<file path="src/logic/plcb_pkg.sv">
// Shared constants of the powerline bit-stream channel
package plcb_pkg;
  localparam int          NUM_CHANNELS  = 2;
  localparam int          NUM_PHASES    = 3;
  localparam int          NUM_IRQ_LINES = 8;
  localparam int          BYTE_W        = 8;
  localparam logic [7:0]  CH_FIRST      = 8'h01;
  localparam logic [7:0]  CH_LAST       = 8'h02;
  localparam logic [2:0]  IRQ_SEL_RESET = 3'h0;
  localparam int          SYNC_STAGES   = 3;
endpackage : plcb_pkg

</file>
<file path="src/logic/plcb_lane_if.sv">
// Carrier between the channel controller and one transmit/receive lane
`timescale 1ns/1ps
interface plcb_lane_if #(parameter int W = 8);
  logic         tx_en;
  logic         rx_en;
  logic         bit_tick;
  logic         rx_bit;
  logic         tx_valid;
  logic [W-1:0] tx_data;
  logic         tx_ready;
  logic         rx_valid;
  logic [W-1:0] rx_data;
  logic         rx_ready;
  logic         line_out;
  logic         line_oe;
  modport lane (input tx_en, rx_en, bit_tick, rx_bit, tx_valid, tx_data, rx_ready,
                output tx_ready, rx_valid, rx_data, line_out, line_oe);
  modport ctrl (output tx_en, rx_en, bit_tick, rx_bit, tx_valid, tx_data, rx_ready,
                input tx_ready, rx_valid, rx_data, line_out, line_oe);
endinterface : plcb_lane_if

</file>
<file path="src/logic/plcb_lane.sv">
// One lane: raw byte serialiser and raw bit packer, stepped by the bit tick
`timescale 1ns/1ps
module plcb_lane #(
  parameter int W = 8
) (
  input wire logic    clock,
  input wire logic    reset,
  plcb_lane_if.lane   lane
);
  localparam int CW = $clog2(W + 1);
  localparam logic [CW-1:0] LAST_BIT = CW'(W - 1);

  logic [W-1:0]  tx_sh_reg, tx_sh_next;
  logic [CW-1:0] tx_cnt_reg, tx_cnt_next;
  logic          out_reg, out_next;
  logic          oe_reg, oe_next;
  logic [W-1:0]  rx_sh_reg, rx_sh_next;
  logic [CW-1:0] rx_cnt_reg, rx_cnt_next;
  logic [W-1:0]  rx_data_reg, rx_data_next;
  logic          rx_valid_reg, rx_valid_next;

  // A byte is taken only at a tick with the shifter empty, so back-to-back bytes leave no gap
  assign lane.tx_ready = lane.tx_en && lane.bit_tick && (tx_cnt_reg == '0);
  assign lane.line_out = out_reg;
  assign lane.line_oe  = oe_reg;
  assign lane.rx_data  = rx_data_reg;
  assign lane.rx_valid = rx_valid_reg;

  always_comb
  begin
    tx_sh_next    = tx_sh_reg;
    tx_cnt_next   = tx_cnt_reg;
    out_next      = out_reg;
    oe_next       = oe_reg;
    rx_sh_next    = rx_sh_reg;
    rx_cnt_next   = rx_cnt_reg;
    rx_data_next  = rx_data_reg;
    rx_valid_next = rx_valid_reg;
    if (!lane.tx_en)
    begin
      tx_cnt_next = '0;
      out_next    = 1'b0;
      oe_next     = 1'b0;
    end
    else if (lane.bit_tick)
    begin
      if (tx_cnt_reg != '0)
      begin
        out_next    = tx_sh_reg[W-1];
        tx_sh_next  = {tx_sh_reg[W-2:0], 1'b0};
        tx_cnt_next = tx_cnt_reg - 1'b1;
        oe_next     = 1'b1;
      end
      else if (lane.tx_valid)
      begin
        // Bytes go out untouched; start pattern and pairs are built upstream
        out_next    = lane.tx_data[W-1];
        tx_sh_next  = {lane.tx_data[W-2:0], 1'b0};
        tx_cnt_next = LAST_BIT;
        oe_next     = 1'b1;
      end
      else
      begin
        // Empty queue: release the line, which then reads as idle
        out_next = 1'b0;
        oe_next  = 1'b0;
      end
    end
    if (!lane.rx_en)
    begin
      rx_cnt_next   = '0;
      rx_valid_next = 1'b0;
    end
    else
    begin
      if (lane.rx_ready)
        rx_valid_next = 1'b0;
      // Raw bits, no pair decoding; a new byte wins over the consumer's clear
      if (lane.bit_tick)
      begin
        rx_sh_next = {rx_sh_reg[W-2:0], lane.rx_bit};
        if (rx_cnt_reg == LAST_BIT)
        begin
          rx_data_next  = {rx_sh_reg[W-2:0], lane.rx_bit};
          rx_valid_next = 1'b1;
          rx_cnt_next   = '0;
        end
        else
          rx_cnt_next = rx_cnt_reg + 1'b1;
      end
    end
  end

  always_ff @(posedge clock)
  begin
    if (reset)
    begin
      tx_sh_reg    <= '0;
      tx_cnt_reg   <= '0;
      out_reg      <= 1'b0;
      oe_reg       <= 1'b0;
      rx_sh_reg    <= '0;
      rx_cnt_reg   <= '0;
      rx_data_reg  <= '0;
      rx_valid_reg <= 1'b0;
    end
    else
    begin
      tx_sh_reg    <= tx_sh_next;
      tx_cnt_reg   <= tx_cnt_next;
      out_reg      <= out_next;
      oe_reg       <= oe_next;
      rx_sh_reg    <= rx_sh_next;
      rx_cnt_reg   <= rx_cnt_next;
      rx_data_reg  <= rx_data_next;
      rx_valid_reg <= rx_valid_next;
    end
  end
endmodule : plcb_lane

</file>
<file path="src/logic/plcb_channel.sv">
// Powerline bit-stream channel controller: open/close, zero-cross timing, lanes
// Functional notes
// - Each command stream starts with the four line bits 1110 and then carries bit pairs.
// - A zero data bit is sent on the line as the pair 01.
// - A one data bit is sent on the line as the pair 10.
// - The pair 11 is illegal: never sent, and a coding error when received.
// - The pair 00 ends a command stream and is what an idle line shows.
// - The transmitter sends queued bytes unaltered; the host builds all coding.
// - The receiver queues raw sampled line bits packed into bytes, undecoded.
// - Only channels 1 and 2 open; an out-of-range or already open channel changes nothing.
// - A channel may open transmit-only or receive-only.
// - A request that assigns neither a transmit nor a receive queue opens nothing.
// - In three-phase mode phases 2 and 3 get their own transmit and receive queues.
// - The zero-cross input is reserved while any channel is open, freed when all close.
// - Zero-cross comes through an external interrupt line, line 0 unless configured.
// - Bit timing comes from the timer's second compare; without it nothing opens.
`timescale 1ns/1ps
module plcb_channel #(
  parameter int NCH  = plcb_pkg::NUM_CHANNELS,
  parameter int NPH  = plcb_pkg::NUM_PHASES,
  parameter int NIRQ = plcb_pkg::NUM_IRQ_LINES,
  parameter int W    = plcb_pkg::BYTE_W
) (
  input  wire logic                     clock,
  input  wire logic                     reset,
  input  wire logic                     open_req,
  input  wire logic [7:0]               open_channel,
  input  wire logic [NPH-1:0]           open_tx_mask,
  input  wire logic [NPH-1:0]           open_rx_mask,
  input  wire logic                     close_req,
  input  wire logic [7:0]               close_channel,
  input  wire logic [2:0]               zero_cross_irq_sel,
  input  wire logic [NIRQ-1:0]          irq_lines,
  input  wire logic                     rtc_present,
  input  wire logic                     second_compare_present,
  input  wire logic                     second_compare_match,
  input  wire logic [NCH*NPH-1:0]       tx_valid,
  input  wire logic [NCH*NPH-1:0][W-1:0] tx_data,
  output logic      [NCH*NPH-1:0]       tx_ready,
  output logic      [NCH*NPH-1:0]       rx_valid,
  output logic      [NCH*NPH-1:0][W-1:0] rx_data,
  input  wire logic [NCH*NPH-1:0]       rx_ready,
  input  wire logic [NCH*NPH-1:0]       rx_line_in,
  output logic      [NCH*NPH-1:0]       tx_line_out,
  output logic      [NCH*NPH-1:0]       tx_line_oe,
  output logic      [NCH-1:0]           channel_active,
  output logic                          open_accepted,
  output logic                          zero_cross_reserved
);
  localparam int NL = NCH * NPH;
  localparam int IW = (NCH > 1) ? $clog2(NCH) : 1;

  logic [NCH-1:0]          active_reg, active_next;
  logic [NCH-1:0][NPH-1:0] txm_reg, txm_next;
  logic [NCH-1:0][NPH-1:0] rxm_reg, rxm_next;
  logic                    acc_reg, acc_next;
  logic [2:0]              sel_reg, sel_next;
  logic [NIRQ-1:0]         irq_s1_reg, irq_s2_reg, irq_s3_reg;
  logic                    zc_lvl_reg, zc_lvl_next;
  logic                    armed_reg, armed_next;
  logic                    tick_reg, tick_next;
  logic [NL-1:0]           rx_s1_reg, rx_s2_reg, rx_s3_reg;
  logic [NL-1:0]           rx_lvl_reg, rx_lvl_next;
  logic                    timer_ok;
  logic                    open_in_range;
  logic                    close_in_range;
  logic [IW-1:0]           open_idx;
  logic [IW-1:0]           close_idx;
  logic                    open_go;
  logic                    zc_edge;

  assign timer_ok       = rtc_present && second_compare_present;
  assign open_in_range  = (open_channel >= plcb_pkg::CH_FIRST)
                          && (open_channel <= plcb_pkg::CH_LAST);
  assign close_in_range = (close_channel >= plcb_pkg::CH_FIRST)
                          && (close_channel <= plcb_pkg::CH_LAST);
  assign open_idx       = IW'(open_channel - plcb_pkg::CH_FIRST);
  assign close_idx      = IW'(close_channel - plcb_pkg::CH_FIRST);
  // Needs a queue in some direction, a free channel in range, and a running timer
  assign open_go = open_req && open_in_range && !active_reg[open_idx]
                   && ((open_tx_mask | open_rx_mask) != '0)
                   && timer_ok;

  always_comb
  begin
    active_next = active_reg;
    txm_next    = txm_reg;
    rxm_next    = rxm_reg;
    sel_next    = sel_reg;
    if (close_req && close_in_range)
    begin
      active_next[close_idx] = 1'b0;
      txm_next[close_idx]    = '0;
      rxm_next[close_idx]    = '0;
    end
    if (open_go)
    begin
      active_next[open_idx] = 1'b1;
      // Either mask may be zero for a one-way channel; bits 1 and 2 are the extra phases
      txm_next[open_idx] = open_tx_mask;
      rxm_next[open_idx] = open_rx_mask;
    end
    // The interrupt line can only move while no channel holds it
    if (active_reg == '0)
      sel_next = zero_cross_irq_sel;
    acc_next = open_go;
  end

  always_ff @(posedge clock)
  begin
    if (reset)
    begin
      active_reg <= '0;
      txm_reg    <= '0;
      rxm_reg    <= '0;
      acc_reg    <= 1'b0;
      sel_reg    <= plcb_pkg::IRQ_SEL_RESET;
    end
    else
    begin
      active_reg <= active_next;
      txm_reg    <= txm_next;
      rxm_reg    <= rxm_next;
      acc_reg    <= acc_next;
      sel_reg    <= sel_next;
    end
  end

  assign channel_active      = active_reg;
  assign open_accepted       = acc_reg;
  assign zero_cross_reserved = (active_reg != '0);

  // Zero-cross and receive pins are asynchronous: a level counts once stages two and three agree
  always_comb
  begin
    zc_lvl_next = zc_lvl_reg;
    if (irq_s2_reg[sel_reg] == irq_s3_reg[sel_reg])
      zc_lvl_next = irq_s3_reg[sel_reg];
    rx_lvl_next = rx_lvl_reg;
    for (int i = 0; i < NL; i++)
    begin
      if (rx_s2_reg[i] == rx_s3_reg[i])
        rx_lvl_next[i] = rx_s3_reg[i];
    end
  end

  assign zc_edge = (zc_lvl_next != zc_lvl_reg);

  // A crossing arms the bit slot; the compare match then fires it. A crossing wins over the clear
  always_comb
  begin
    armed_next = armed_reg;
    if (second_compare_match)
      armed_next = 1'b0;
    if (zc_edge && zero_cross_reserved)
      armed_next = 1'b1;
    tick_next = armed_reg && second_compare_match && timer_ok;
  end

  always_ff @(posedge clock)
  begin
    if (reset)
    begin
      irq_s1_reg <= '0;
      irq_s2_reg <= '0;
      irq_s3_reg <= '0;
      zc_lvl_reg <= 1'b0;
      rx_s1_reg  <= '0;
      rx_s2_reg  <= '0;
      rx_s3_reg  <= '0;
      rx_lvl_reg <= '0;
      armed_reg  <= 1'b0;
      tick_reg   <= 1'b0;
    end
    else
    begin
      irq_s1_reg <= irq_lines;
      irq_s2_reg <= irq_s1_reg;
      irq_s3_reg <= irq_s2_reg;
      zc_lvl_reg <= zc_lvl_next;
      rx_s1_reg  <= rx_line_in;
      rx_s2_reg  <= rx_s1_reg;
      rx_s3_reg  <= rx_s2_reg;
      rx_lvl_reg <= rx_lvl_next;
      armed_reg  <= armed_next;
      tick_reg   <= tick_next;
    end
  end

  for (genvar l = 0; l < NL; l++)
  begin : g_lane
    plcb_lane_if #(.W(W)) lif ();
    assign lif.tx_en    = active_reg[l / NPH] && txm_reg[l / NPH][l % NPH];
    assign lif.rx_en    = active_reg[l / NPH] && rxm_reg[l / NPH][l % NPH];
    assign lif.bit_tick = tick_reg;
    assign lif.rx_bit   = rx_lvl_reg[l];
    assign lif.tx_valid = tx_valid[l];
    assign lif.tx_data  = tx_data[l];
    assign lif.rx_ready = rx_ready[l];
    assign tx_ready[l]    = lif.tx_ready;
    assign rx_valid[l]    = lif.rx_valid;
    assign rx_data[l]     = lif.rx_data;
    assign tx_line_out[l] = lif.line_out;
    assign tx_line_oe[l]  = lif.line_oe;
    plcb_lane #(.W(W)) u_lane (
      .clock (clock),
      .reset (reset),
      .lane  (lif.lane)
    );
  end
endmodule : plcb_channel

</file>
<file path="config.mk">
export PLATFORM = sky130hd
export DESIGN_NAME = plcb_channel
export DESIGN_NICKNAME = d
export VERILOG_FILES = /design/src/logic/plcb_pkg.sv /design/src/logic/plcb_lane_if.sv /design/src/logic/plcb_lane.sv /design/src/logic/plcb_channel.sv
export SDC_FILE = /design/constraint.sdc
export NUM_CORES = 1
export LEC_CHECK = 0
export BUFFER_PORTS_ARGS = -buffer_cell sky130_fd_sc_hd__buf_4
export CORE_MARGIN = 1.5
export CORE_UTILIZATION = 35
export CTS_BUF_LIST = sky130_fd_sc_hd__clkbuf_4 sky130_fd_sc_hd__clkbuf_8
export CTS_CLUSTER_SIZE = 24
export DETAILED_ROUTE_END_ITERATION = 8
export PLACE_DENSITY = 0.61
export SYNTH_ARGS = -nofsm -noshare
export SYNTH_HDL_FRONTEND = slang
export SYNTH_SLANG_ARGS = --single-unit
</file>
<file path="constraint.sdc">
create_clock -name clock -period 1.8 [get_ports clock]
set_clock_uncertainty 0.05 [all_clocks]
set_input_delay 0.09 -clock clock [delete_from_list [all_inputs] [get_ports clock]]
set_output_delay 0.09 -clock clock [all_outputs]
set_load 0.02 [all_outputs]
</file>
Yosys cells after proc, flatten, opt, wreduce, memory -nomap -nowiden

Cells that the tools add are included.

Add/subtract/negate cells: 14
Magnitude comparators: 9
Equal/unequal tests: 14
Multiplexer cells: 97
Bitwise gates (word level): 19
Reduce and logical (&&, ||, !) cells: 96

Operators by type and width:

| cell                                                | count |
|---|---|
| two-way mux 8 bit                                   | 12 |
| two-way mux 4 bit                                   | 18 |
| two-way mux 1 bit                                   | 51 |
| logical AND 1 bit                                   | 37 |
| AND reduction 3 bit                                 | 12 |
| adder 4 x 1 -> 4 bit, second input constant         | 6 |
| == test 4 x 3 -> 1 bit, second input constant       | 6 |
| zero test 4 bit                                     | 6 |
| two-way mux 6 bit                                   | 4 |
| AND reduction 2 bit                                 | 12 |
| nonzero test 4 bit                                  | 6 |
| OR reduction 2 bit                                  | 12 |
| subtractor 4 x 1 -> 4 bit, second input constant    | 6 |
| >= comparator 8 x 1 -> 1 bit, second input constant | 2 |
| <= comparator 8 x 2 -> 1 bit, second input constant | 2 |
| nonzero test 2 bit                                  | 8 |
| AND 6 bit                                           | 2 |
| bitwise mux 6 bit                                   | 2 |
| NOT 1 bit                                           | 12 |
| == test 1 bit                                       | 7 |
| binary-select mux 1 bit (select 3 bit)              | 2 |
| demux 3 bit (select 1 bit)                          | 2 |
| two-way mux 3 bit                                   | 2 |
| NOT 6 bit                                           | 1 |
| other kinds (14)                                    | 19 |

Register bits: 273
Input bits: 106
Output and inout port bits: 76
Logic and storage cells: 319

Depth between registers and ports, before layout

Word-level depth: 10
Mapped depth: 7
Gate-level depth less buffers: 6

By module

Synthesis repeated with hierarchy kept, for this count alone.

Cell total of the unflattened synthesis: 1,268
Area total of the unflattened synthesis: 11,342.1 sq um

By module, submodules not included:

| module       | times used | cells each | area an instance (sq um) | sequential area each (sq um) |
|---|---|---|---|---|
| plcb_lane    | 6          | 167        | 1,443.9                  | 660.6 |
| plcb_channel | 1          | 266        | 2,678.8                  | 1,381.3 |

Worst setup path before layout

Ideal clock, no wire load.

Path type: register -> register
From: reg g_lane[5].u_lane.tx_cnt_reg[0]
To: reg g_lane[5].u_lane.tx_cnt_reg[2]
Library setup time: 119 ps
Arrival: 1,545 ps
Required time: 1,631 ps
Setup slack: 87 ps
Stages on the path, launching flop included: 8
Path buffers: 1
Clock period less this slack: 1,713 ps
Cell sequence: dfxtp_1 -> inv_1 -> ha_1 -> or3b_2 -> clkbuf_1 -> o211ai_1 -> xor2_1 -> nor2_1

Word-level cells in the longest chain between the ends: 3
Elaborated cells between the ends (all ways): 5
Those cells by class: 1 x add/sub; 1 x mux; 3 x reduce/logical

Ends and longest elaborated chain:

| item                                                                              | RTL line         | text |
|---|---|---|
| from (decl)                                                                       | plcb_lane.sv:14  | `logic [CW-1:0] tx_cnt_reg, tx_cnt_next;` |
| from (signal assigned)                                                            | plcb_lane.sv:110 | `tx_cnt_reg <= tx_cnt_next;` |
| parallel branches: the longest is 3 deep, another holds subtractor 4 x 1 -> 4 bit | --               |  |

Parallel ways; which one is timed is not known.
A chain may end at the register's enable or synchronous reset.

Worst setup path after layout

From: reg g_lane[4].u_lane.tx_cnt_reg[0]
To: out tx_ready[4]

Word-level cells in the longest chain between the ends: 2

Ends and longest elaborated chain:

| item                   | RTL line           | text |
|---|---|---|
| from (decl)            | plcb_lane.sv:14    |  |
| from (signal assigned) | plcb_lane.sv:110   |  |
| zero test 4 bit        | plcb_lane.sv:23    | `assign lane.tx_ready = lane.tx_en && lane.bit_tick && (tx_cnt_reg == '0);` |
| logical AND 1 bit      | plcb_lane.sv:23    |  |
| to (decl)              | plcb_channel.sv:39 | `output logic [NCH*NPH-1:0] tx_ready,` |

No other way between the ends.

==> results.tsv <==
metric	value	unit
first-pass GRT wire length	41.6	mm
WL/cell	13.7	microns
Leak	0.00587	uW
Yosys cell types	50	
Mapped Avg Cell Area	9.42	sq um
Int Pwr	9640	uW
area delta synth->final	38.9	%
commonest non-fill, non-tap cell in the layout	dfxtp_1	
CTS tree	done	
most frequent cells in the layout	dfxtp_1 (251), buf_4 (242), nor2_1 (190), nand2_1 (118), mux2i_1 (99)	
RSZ-0062 raised after global routing	true	
All-Layer GR Usage	0.162	
Mapped Nets	1242	
vias post-DR	8844	
CP Launch Type	register	
asr flop ratio synth	0	
Fmax	535	MHz
Sw Ratio	0.219	
sw power	2710	uW
Num CTS Buffers	47	
share of cells above drive strength 1	0.280	
combined area of the multi-input logic cells	4880	sq um
Setup WS pre-CTS	-112	ps
Seq/Total Area, Yosys	0.505	
Reg power frac	0.483	
Detailed Place HPWL	16.5	mm
GR Overflow Total	0	
failing checks	setup timing	
worst-path fanout max	3	
Core ar.	29700	sq um
Req. time, crit path	1660	ps
Worst-Skew Late Latency	590	ps
FF+latch area	5370	sq um
largest net degree at the start of global routing	104	
vias in the first global route	8618	
total wire length	25.5	mm
# placed instances	1664	
Ports	182	
crit share post-route	1.04	
die area	31300	sq um
worst IR drop on VDD	600	uV
initial antenna violation count	1	
endpoints failing setup	6	
clock power share	0.472	
Hold WS	44.6	ps
Comb power frac	0.044	
Slew Viols, Final	0	
status	complete, but fails checks	
Final Instance Count excl. Fillers	1865	
PortBufs	181	
area leader, netlist	dfxtp_1	
ANT nets after route	0	
fillers	2806	
Worst EP arrival	1730	ps
Hold Violations, Final	0	
post-layout net count	1559	
Final Critical Period	1870	ps
GPL Wtd Cong	0.809	
power density over the cells	841	nW/um^2
Synth area leaders	dfxtp_1 (51%), mux2i_1 (9.4%), nor2_1 (6.9%)	
worst-margin pin slew	542	ps
CTS Root Cell	clkbuf_8	
Post-synth EDFFs	0	
die height	177	microns
Post-Synthesis Cells	1124	
max-cap viol count	0	
Post-Syn Area	10600	sq um
Yosys warnings	0	
reg2reg path depth	9	
Synth Register Bits	267	
clock sink count	267	
share of the synthesized area in the top cell type	0.505	
total chip power	12400	uW
clk buf depth	3	
H-tree levels	2	
clk slew on worst S/H paths	50	ps
WS Path Type	reg -> out	
Slew HR	0.639	
final setup margin	-69.3	ps
max reg flops	48	
HP Class	in -> reg	
drt first pass iters	4	
via/cell ratio	4.74	
Die Wd	177	microns
worst hold stages	6	
Residual DRC	0	
row count	63	
Iter 0 DRT Violations	439	
Main synth FF type	dfxtp_1	
Setup TNS	-254	ps
Setup crit end kind	primary output	
Initial Utilization	0.356	
## kinds of logic after synthesis
group	synth area share
simple gates	0.217
flops	0.505
compound gates	0.0989
mux	0.102
buf+inv	0.0467
xor+xnor	0.0149
fa+ha+maj	0.0151
## area by class of cell
| class | instances | share of cell area |
|---|---|---|
| sequential | 267 | 0.365 |
| multi-input combinational | 758 | 0.332 |
| timing repair buffer | 344 | 0.196 |
| clock buffer | 75 | 0.0617 |
| tap | 390 | 0.0332 |
| clock inverter | 7 | 0.00587 |
| inverter | 23 | 0.00587 |
| antenna | 1 | 0.000170 |
## worst max-delay path: stages (launching register included)
cell and delay, ps:
dfxtp_2 330, inv_2 70, ha_4 130, or3b_4 390, nor2_1 100, buf_4 150
## power groups by stage
stage	sequential [uW]	combinational, uW	clock, uW
global placement	6100	383	0
finish	5970	548	5830
CTS	5970	541	6020
detailed placement	6100	384	0
floorplan	6090	155	0
global route	5970	597	6330
## stage by stage
step	instance area (sq um)	util
after global placement	12400	0.417
after CTS	14600	0.492
after floorplan	10600	-
final	14700	0.495
after global routing	14700	0.494
after detailed placement	12400	0.417
## timing repair
action | CTS | global route
pin swaps | 12 | 4
setup endpoints to repair | 7 | 11
resized for setup | 57 | 8
buffers inserted | 20 | 9
hold buffers | 91 | 0
endpoints found under the hold margin | 113 | 0
## synth_stat cells (6+ instances only)
master and number:
a211oi_1 6, a21oi_1 63, a311oi_1 48, buf_2 13, buf_4 26, clkbuf_1 31
dfxtp_1 267, ha_1 12, inv_1 23, mux2i_1 99, nand2_1 118, nand2b_1 13
nand3_1 22, nand4_1 18, nand4b_1 7, nor2_1 194, nor2b_1 46, nor3_1 9
nor3b_2 6, o211ai_1 6, o21ai_0 8, o311ai_1 8, or3_1 6, or3b_2 6
or4b_2 6, xor2_1 17
## layer usage
metal	part of all wire	vias to the layer above	GRT usage	routed length, microns
met5	0	-	0	0
met4	0.026	0	0.0607	673
met3	0.061	51	0.0406	1560
met2	0.45	205	0.263	11500
met1	0.46	4066	0.208	11800
li1	-	4522	-	-
## path summary, 6_finish.rpt
kind,from,to,slack (ps)
setup reg to reg,g_lane[4].u_lane.tx_cnt_reg[0]$_SDFFE_PP0P_,g_lane[4].u_lane.tx_sh_reg[7]$_SDFFE_PP0P_,70
hold reg to reg,rx_s1_reg[5]$_SDFF_PP0_,rx_s2_reg[5]$_SDFF_PP0_,380
hold / removal,open_channel[6],txm_reg[0]$_SDFF_PP0_,40
setup / recovery,g_lane[4].u_lane.tx_cnt_reg[0]$_SDFFE_PP0P_,tx_ready[4],-70
(Power assumes the default switching activity.)
